`config.mk`:
```
export PLATFORM = sky130hd
export DESIGN_NAME = bridge_command_status_regs
export DESIGN_NICKNAME = d
export VERILOG_FILES = /design/src/unused_placeholder_none.sv /design/src/bridge_cmd_pkg.sv /design/src/bridge_command_status_regs.sv
export SDC_FILE = /design/constraint.sdc
export NUM_CORES = 1
export LEC_CHECK = 0
export BUFFER_PORTS_ARGS = -buffer_cell sky130_fd_sc_hd__buf_2
export CORE_MARGIN = 2
export CORE_UTILIZATION = 45
export DETAILED_ROUTE_END_ITERATION = 16
export GPL_TIMING_DRIVEN = 1
export HOLD_SLACK_MARGIN = 0.15
export PLACE_DENSITY = 0.79
export SLEW_MARGIN = 0
export SYNTH_ARGS = -nofsm -noshare
export SYNTH_HDL_FRONTEND = slang
export SYNTH_SLANG_ARGS = --single-unit
```
`constraint.sdc`:
```
create_clock -name clk -period 3.8 [get_ports clk]
set_input_delay 0.19 -clock clk [delete_from_list [all_inputs] [get_ports clk]]
set_output_delay 0.19 -clock clk [all_outputs]
set_load 0.05 [all_outputs]
```
`src/unused_placeholder_none.sv`:
```
// Intentionally empty design unit list
`default_nettype none
`default_nettype wire

```
`src/bridge_cmd_pkg.sv`:
```
// Constants and carrier types for the bridge command and status registers
`default_nettype none
package bridge_cmd_pkg;

	// ----------------------------------------
	// Bus geometry
	// ----------------------------------------
	localparam int ADDR_W = 8;
	localparam int DATA_W = 32;
	localparam logic [ADDR_W-1:0] CMD_STATUS_OFF = 8'h04;

	// ----------------------------------------
	// AXI response codes
	// ----------------------------------------
	localparam logic [1:0] RESP_OKAY   = 2'h0;
	localparam logic [1:0] RESP_DECERR = 2'h3;

	// ----------------------------------------
	// Command field positions
	// ----------------------------------------
	localparam int CMD_IO_EN    = 0;
	localparam int CMD_MEM_EN   = 1;
	localparam int CMD_MASTER   = 2;
	localparam int CMD_PALETTE  = 5;
	localparam int CMD_PAR_RESP = 6;
	localparam int CMD_SERR_EN  = 8;
	localparam int CMD_FB2B_EN  = 9;
	localparam logic [15:0] CMD_WR_MASK = 16'h0367;
	localparam logic [15:0] CMD_RESET   = 16'h0000;

	// ----------------------------------------
	// Status field positions (within upper half)
	// ----------------------------------------
	localparam int ST_DATA_PAR  = 8;
	localparam int ST_SIG_TABT  = 11;
	localparam int ST_RCV_TABT  = 12;
	localparam int ST_RCV_MABT  = 13;
	localparam int ST_SIG_SERR  = 14;
	localparam int ST_DET_PAR   = 15;
	localparam logic [15:0] ST_W1C_MASK = 16'hF900;
	localparam logic [15:0] ST_FIXED    = 16'h02B0;
	localparam logic [15:0] ST_RESET    = 16'h0000;

	// ----------------------------------------
	// Palette snoop addresses (low ten bits)
	// ----------------------------------------
	localparam logic [9:0] PAL_MASK_ADDR  = 10'h3C6;
	localparam logic [9:0] PAL_WADDR_ADDR = 10'h3C8;
	localparam logic [9:0] PAL_DATA_ADDR  = 10'h3C9;

	// Decoded primary-side access offered for a claim decision
	typedef struct packed {
		logic        valid;
		logic        isIo;
		logic        isMem;
		logic        isWrite;
		logic        winHit;
		logic [15:0] addr;
	} decode_req_s;

	// Whole block state
	typedef struct packed {
		logic              awRdy;
		logic              wRdy;
		logic              arRdy;
		logic              awHeld;
		logic              wHeld;
		logic [ADDR_W-1:0] awAddr;
		logic [DATA_W-1:0] wData;
		logic [3:0]        wStrb;
		logic              bValid;
		logic [1:0]        bResp;
		logic              rValid;
		logic [1:0]        rResp;
		logic [DATA_W-1:0] rData;
		logic [15:0]       cmd;
		logic [15:0]       sticky;
		logic              claim;
		logic              parReport;
		logic              serrOen;
	} state_s;

endpackage
`default_nettype wire

```
`src/bridge_command_status_regs.sv`:
```
// Primary-side command and status register pair with AXI4-Lite access
//
// Notes on behaviour
// - I/O window claims only while command bit 0 set
// - Memory claims only while command bit 1 set
// - Bit 2 gates primary mastering, secondary response
// - Special cycle bit reads zero, read-only
// - Write-and-invalidate bit reads zero, read-only
// - Bit 5 claims palette writes 3C6/3C8/3C9
// - Bit 6 enables normal parity error actions
// - Stepping bit reads zero, read-only
// - System-error driver enabled only by bit 8
// - Fast back-to-back generation gated by bit 9
// - Command bits 15:10 read zero
// - Capability list bit reads one
// - 66MHz capable bit reads one
// - Fast back-to-back capable bit reads one
// - Parity line plus bit 6 sets bit 24
// - Select timing field reads medium, 01
// - Signalled target abort sets bit 27
// - Received target abort sets bit 28
// - Received master abort sets bit 29
// - Asserting system error sets bit 30
// - Any primary parity error sets bit 31
//
// Implementation choice: the AXI4-Lite interface to the registers.
`default_nettype none
module bridge_command_status_regs (
	input  wire logic                               clk,
	input  wire logic                               rst_n,
	// AXI4-Lite slave
	input  wire logic [bridge_cmd_pkg::ADDR_W-1:0]  s_axi_awaddr,
	input  wire logic                               s_axi_awvalid,
	output logic                                    s_axi_awready,
	input  wire logic [bridge_cmd_pkg::DATA_W-1:0]  s_axi_wdata,
	input  wire logic [3:0]                         s_axi_wstrb,
	input  wire logic                               s_axi_wvalid,
	output logic                                    s_axi_wready,
	output logic [1:0]                              s_axi_bresp,
	output logic                                    s_axi_bvalid,
	input  wire logic                               s_axi_bready,
	input  wire logic [bridge_cmd_pkg::ADDR_W-1:0]  s_axi_araddr,
	input  wire logic                               s_axi_arvalid,
	output logic                                    s_axi_arready,
	output logic [bridge_cmd_pkg::DATA_W-1:0]       s_axi_rdata,
	output logic [1:0]                              s_axi_rresp,
	output logic                                    s_axi_rvalid,
	input  wire logic                               s_axi_rready,
	// Primary decode and claim
	input  wire bridge_cmd_pkg::decode_req_s        decodeReq,
	output logic                                    primaryClaim,
	// Bridge events
	input  wire logic                               parityErrDetected,
	input  wire logic                               primaryParityErrorLine_n,
	input  wire logic                               serrRequest,
	input  wire logic                               targetAbortSignaled,
	input  wire logic                               targetAbortReceived,
	input  wire logic                               masterAbortReceived,
	// Controls to the datapath
	output logic                                    parityReport,
	output logic                                    primaryMasterEn,
	output logic                                    secondaryRespEn,
	output logic                                    fastB2bEn,
	output logic                                    parityRespEn,
	// Open-drain system error pin
	output logic                                    primarySystemErrorOut,
	output logic                                    primarySystemErrorOe_n
);

	// ----------------------------------------
	// State
	// ----------------------------------------
	bridge_cmd_pkg::state_s st;
	bridge_cmd_pkg::state_s nxt_st;

	logic [9:0]  palAddr;
	logic        palHit;
	logic        awFire;
	logic        wFire;
	logic        arFire;
	logic        wrHit;
	logic        rdHit;
	logic [15:0] cmdBe;
	logic [15:0] stBe;
	logic [15:0] stSet;
	logic [15:0] stClr;
	logic        serrNow;

	// ----------------------------------------
	// Next-state logic
	// ----------------------------------------
	always_comb begin
		nxt_st = st;
		awFire = s_axi_awvalid && st.awRdy;
		wFire  = s_axi_wvalid && st.wRdy;
		arFire = s_axi_arvalid && st.arRdy;
		wrHit  = st.awAddr[bridge_cmd_pkg::ADDR_W-1:2]
			== bridge_cmd_pkg::CMD_STATUS_OFF[bridge_cmd_pkg::ADDR_W-1:2];
		rdHit  = s_axi_araddr[bridge_cmd_pkg::ADDR_W-1:2]
			== bridge_cmd_pkg::CMD_STATUS_OFF[bridge_cmd_pkg::ADDR_W-1:2];
		cmdBe  = {{8{st.wStrb[1]}}, {8{st.wStrb[0]}}};
		stBe   = {{8{st.wStrb[3]}}, {8{st.wStrb[2]}}};
		stSet  = 16'h0000;
		stClr  = 16'h0000;

		// Capture write address and data in either order
		if (awFire) begin
			nxt_st.awHeld = 1'b1;
			nxt_st.awAddr = s_axi_awaddr;
		end
		if (wFire) begin
			nxt_st.wHeld = 1'b1;
			nxt_st.wData = s_axi_wdata;
			nxt_st.wStrb = s_axi_wstrb;
		end

		// Commit once both halves are held
		if (st.awHeld && st.wHeld && !st.bValid) begin
			nxt_st.awHeld = 1'b0;
			nxt_st.wHeld  = 1'b0;
			nxt_st.bValid = 1'b1;
			if (wrHit) begin
				nxt_st.bResp = bridge_cmd_pkg::RESP_OKAY;
				// Only writable command bits are stored, rest read zero
				nxt_st.cmd = (st.cmd & ~(cmdBe & bridge_cmd_pkg::CMD_WR_MASK))
					| (st.wData[15:0] & cmdBe & bridge_cmd_pkg::CMD_WR_MASK);
				stClr = st.wData[31:16] & stBe & bridge_cmd_pkg::ST_W1C_MASK;
			end else begin
				nxt_st.bResp = bridge_cmd_pkg::RESP_DECERR;
			end
		end
		if (st.bValid && s_axi_bready) begin
			nxt_st.bValid = 1'b0;
		end

		// Read channel
		if (arFire) begin
			nxt_st.rValid = 1'b1;
			if (rdHit) begin
				nxt_st.rResp = bridge_cmd_pkg::RESP_OKAY;
				// Capability bits are constants ORed onto the sticky flags
				nxt_st.rData = {st.sticky | bridge_cmd_pkg::ST_FIXED, st.cmd};
			end else begin
				nxt_st.rResp = bridge_cmd_pkg::RESP_DECERR;
				nxt_st.rData = 32'h0000_0000;
			end
		end else if (st.rValid && s_axi_rready) begin
			nxt_st.rValid = 1'b0;
		end

		// Ready only while nothing is pending, so a channel never overruns
		nxt_st.awRdy = !nxt_st.awHeld && !nxt_st.bValid;
		nxt_st.wRdy  = !nxt_st.wHeld && !nxt_st.bValid;
		nxt_st.arRdy = !nxt_st.rValid;

		// Palette snoop ignores upper alias bits
		palAddr = decodeReq.addr[9:0];
		palHit  = (palAddr == bridge_cmd_pkg::PAL_MASK_ADDR)
			|| (palAddr == bridge_cmd_pkg::PAL_WADDR_ADDR)
			|| (palAddr == bridge_cmd_pkg::PAL_DATA_ADDR);

		// Claim decision, one cycle after the offered access
		nxt_st.claim = decodeReq.valid && (
			(decodeReq.isIo && decodeReq.winHit && st.cmd[bridge_cmd_pkg::CMD_IO_EN])
			|| (decodeReq.isMem && decodeReq.winHit
				&& st.cmd[bridge_cmd_pkg::CMD_MEM_EN])
			|| (decodeReq.isIo && decodeReq.isWrite && palHit
				&& st.cmd[bridge_cmd_pkg::CMD_PALETTE]));

		// Normal parity action requested only when enabled
		nxt_st.parReport = parityErrDetected && st.cmd[bridge_cmd_pkg::CMD_PAR_RESP];

		// System error pin drives low only when enabled
		serrNow = serrRequest && st.cmd[bridge_cmd_pkg::CMD_SERR_EN];
		nxt_st.serrOen = !serrNow;

		// Sticky event flags
		stSet[bridge_cmd_pkg::ST_DATA_PAR] = !primaryParityErrorLine_n
			&& st.cmd[bridge_cmd_pkg::CMD_PAR_RESP];
		stSet[bridge_cmd_pkg::ST_SIG_TABT] = targetAbortSignaled;
		stSet[bridge_cmd_pkg::ST_RCV_TABT] = targetAbortReceived;
		stSet[bridge_cmd_pkg::ST_RCV_MABT] = masterAbortReceived;
		stSet[bridge_cmd_pkg::ST_SIG_SERR] = serrNow;
		stSet[bridge_cmd_pkg::ST_DET_PAR]  = parityErrDetected;

		// Set wins over a clear in the same cycle
		nxt_st.sticky = (st.sticky & ~stClr) | stSet;
	end

	// ----------------------------------------
	// State register
	// ----------------------------------------
	always_ff @(posedge clk or negedge rst_n) begin
		if (!rst_n) begin
			st        <= '0;
			st.cmd    <= bridge_cmd_pkg::CMD_RESET;
			st.sticky <= bridge_cmd_pkg::ST_RESET;
			st.serrOen <= 1'b1;
		end else begin
			st <= nxt_st;
		end
	end

	// ----------------------------------------
	// Outputs, all taken from flip-flops or tied to a constant
	// ----------------------------------------
	assign s_axi_awready = st.awRdy;
	assign s_axi_wready  = st.wRdy;
	assign s_axi_arready = st.arRdy;
	assign s_axi_bvalid  = st.bValid;
	assign s_axi_bresp   = st.bResp;
	assign s_axi_rvalid  = st.rValid;
	assign s_axi_rresp   = st.rResp;
	assign s_axi_rdata   = st.rData;

	assign primaryClaim    = st.claim;
	assign parityReport    = st.parReport;
	assign parityRespEn    = st.cmd[bridge_cmd_pkg::CMD_PAR_RESP];
	// One bit gates both directions of forwarding
	assign primaryMasterEn = st.cmd[bridge_cmd_pkg::CMD_MASTER];
	assign secondaryRespEn = st.cmd[bridge_cmd_pkg::CMD_MASTER];
	assign fastB2bEn       = st.cmd[bridge_cmd_pkg::CMD_FB2B_EN];

	// Open drain: value is always low, the enable does the signalling
	assign primarySystemErrorOut  = 1'b0;
	assign primarySystemErrorOe_n = st.serrOen;

endmodule
`default_nettype wire

```
==> impl_metrics.json <==
{
  "drt_wl_total_microns": 5435,
  "syn_to_final_growth_pct": 29.07,
  "initial_core_util_pct": 46.13,
  "synthFlopType": "dfrtp_1",
  "p_seq_share_pct": 46.9,
  "io_buffers": 88,
  "fillers": 515,
  "worstSetupPathType": "reg2reg",
  "dr.first_iter.drc_count": 49,
  "grt_usage_pct": 18.18,
  "via_per_inst": 4.724,
  "path_max_fanout": 3,
  "synth-xor-area-share_pct": 0,
  "vias": 1970,
  "ys_seq_area_share_pct": 56.61,
  "drt.antenna.violating_nets": 0,
  "rr_endpoint": "primaryClaim$_DFF_PN0_",
  "cts_buffer_depth": 2,
  "synth_common_cells": "dfrtp_1, buf_4, nand2_1, mux2_2, o21ai_0",
  "drive_gt1_share_pct": 39.47,
  "period_share_pct": 43.48,
  "critPathCapture": "primaryClaim$_DFF_PN0_",
  "synth.most_common_cell": "dfrtp_1",
  "io_pins": 135,
  "synthSimpleGateAreaFrac_pct": 12.80,
  "syn_avg_cell_area_sq_um": 11.48,
  "avgRoutedWirePerCell_microns": 13.03,
  "rsz0062_at_grt": "false",
  "rrSetupSlack_ns": 2.15,
  "h-tree-depth": 3,
  "nets": 425,
  "cts_made_buffers": 9,
  "netlist_area_sq_mm": 0.002699,
  "clk_latency_ns": 0.33,
  "yosys-top-cells-area": "dfrtp_1, mux2_2, buf_4",
  "synth_top_family_by_area": "simple AND/OR/NAND/NOR gates",
  "tritoncts": "done",
  "syn_inst": 235,
  "synthArstFlopShare_pct": 100.0,
  "die_h_microns": 81.45,
  "finalCriticalPeriod_ns": 1.652,
  "synth_top_area_cell": "dfrtp_1",
  "clock.fmax_ghz": 0.6052,
  "overflow": 0,
  "synth_top_area_share_pct": 55.63,
  "tns_ns": 0,
  "dr.pass1.iters": 4,
  "die-area_sq_mm": 0.006633,
  "p_clk_share_pct": 23.3,
  "path_clk_slew_ns": 0.06,
  "cts_sinks": 61,
  "p_sw_mw": 0.7198,
  "hold_violations": 0,
  "crit_arrival_ns": 1.91,
  "place_hpwl_microns": 3735,
  "drv_slew": 0,
  "p_leak_nw": 1.724,
  "power_switching_share_pct": 34.56,
  "p_int_mw": 1.363,
  "maxCapViolations": 0,
  "hold_path_class": "in2reg",
  "synth_cell_types": 33,
  "finClkSkew_ns": 0.01107,
  "cts_resized": 0,
  "cp.required_ns": 4.06,
  "relSlewSlack_pct": 54.73,
  "root_buffer": "clkbuf_8",
  "diodes": 0,
  "synth-compound-area-share_pct": 5.702,
  "grt_max_degree": 32,
  "finalSetupViolations": 0,
  "status": "completed",
  "core-area_sq_mm": 0.005851,
  "power.density_mw_per_mm2": 597.9,
  "antenna_found_initial": 0,
  "worst_slew_pin_slew_ns": 0.6775,
  "p_comb_share_pct": 29.8,
  "rows": 28,
  "drc": 0,
  "yosys-mux-area-fraction_pct": 12.52,
  "rr_worst_depth": 4,
  "synth_fa_ha_area_share_pct": 0,
  "synth-edff-count": 0,
  "vdd_drop_max_v": 0.0004522,
  "synth_warnings": 0,
  "start_kind": "flop",
  "post_cts_buffers": 0,
  "die_width_microns": 81.45,
  "finalCoreUtilization_pct": 59.54,
  "grt_first_pass_wirelength_microns": 8914,
  "grt_pass1_vias": 1954,
  "worst_setup_path_end_kind": "flop",
  "holdWs_ns": 0.1689,
  "place.gp.congestion": 0.7714,
  "ys_ff_latch": 61
}
## power groups by stage
stage | clock (mW) | combinational, mW | sequential (mW)
after detailed placement | 0 | 0.594 | 0.985
after floorplan | 0 | 0.387 | 1.06
final | 0.486 | 0.620 | 0.976
after CTS | 0.506 | 0.623 | 0.974
after global placement | 0 | 0.576 | 0.978
after global routing | 0.536 | 0.673 | 1.00
## cell type report
type                            count  area (sq um)  area share (%)
Sequential cell                    61          1528           43.86
Multi-Input combinational cell    141         897.1           25.75
Timing Repair Buffer              123         788.3           22.63
Clock buffer                       12         155.1           4.454
Tap cell                           75         93.84           2.694
Inverter                            3         11.26          0.3233
Clock inverter                      2         10.01          0.2874
## kinds of logic after synthesis
family,Yosys count
simple gates,68
mux,30
buf+inv,48
flops,61
compound gates,27
other cells,1
## worst max-delay path, cell delays in order (launching register included)
cell,delay [ns]
dfrtp_1,0.38
and4_1,0.20
o2111ai_1,0.11
o41ai_1,0.30
dlygate4sd3_1,0.61
## worst min-delay path by stage
stage,start,endpoint,cells after the start
floorplan,rst_n,async pin,0
global placement,rst_n,st[114]$_DFFE_PN0P_,1
detailed placement,rst_n,st[115]$_DFFE_PN0P_,1
CTS,primaryParityErrorLine_n,st[11]$_DFF_PN0_,4
global route,primaryParityErrorLine_n,st[11]$_DFF_PN0_,4
finish,primaryParityErrorLine_n,st[11]$_DFF_PN0_,4
## layer usage
metal  up-vias  GRT usage (%)  part of all wire [%]
li1        948              -                     -
met1       940          21.74                    40
met2        71          30.98                    52
met3        11          3.846                   6.0
met4         0          9.153                   1.9
met5         -              0                     0
## timing repair
item / CTS / global route
hold buffers: 34 / 0
endpoints found under the hold margin: 65 / 0
setup endpoints to repair: 0 / 0
## placed cells by master (no fill, tap or decap)
cell type | synthesis | routed
buf_2 | 2 | 88
dfrtp_1 | 60 | 60
nand2_1 | 36 | 36
dlygate4sd3_1 | 0 | 34
mux2_2 | 28 | 28
conb_1 | 1 | 16
o21ai_0 | 15 | 15
nor2_1 | 13 | 13
clkbuf_8 | 0 | 11
a21oi_1 | 7 | 7
nor2b_1 | 4 | 4
inv_1 | 3 | 3
a41oi_1 | 2 | 2
and2_1 | 2 | 2
mux2_1 | 2 | 2
clkinv_2 | 0 | 2
and3b_1 | 1 | 1
and2b_1 | 1 | 1
nor4_4 | 1 | 1
and3_2 | 1 | 1
or2_2 | 1 | 1
nor4bb_1 | 1 | 1
nor3b_1 | 1 | 1
and4_1 | 1 | 1
o2111ai_1 | 1 | 1
a22o_1 | 1 | 1
nand3_1 | 1 | 1
o41ai_1 | 1 | 1
nand4_4 | 1 | 1
nor4_1 | 1 | 1
nand3b_1 | 1 | 1
nand4_1 | 1 | 1
clkbuf_1 | 3 | 1
buf_4 | 39 | 1
dfstp_2 | 1 | 1
## through the flow
stage / setup WS [ns] / instances / area, sq um / total power [mW]
6_report: 2.148 / 417 / 3483 / 2.083
5_1_grt: 2.056 / 417 / 3483 / 2.212
4_1_cts: 2.214 / 417 / 3483 / 2.102
3_5_place_dp: 2.299 / 369 / 2978 / 1.579
3_3_place_gp: 2.333 / 369 / 2978 / 1.554
2_1_floorplan: 2.226 / 250 / 2755 / 1.450
Note: power is estimated with default switching activity, not from simulation.
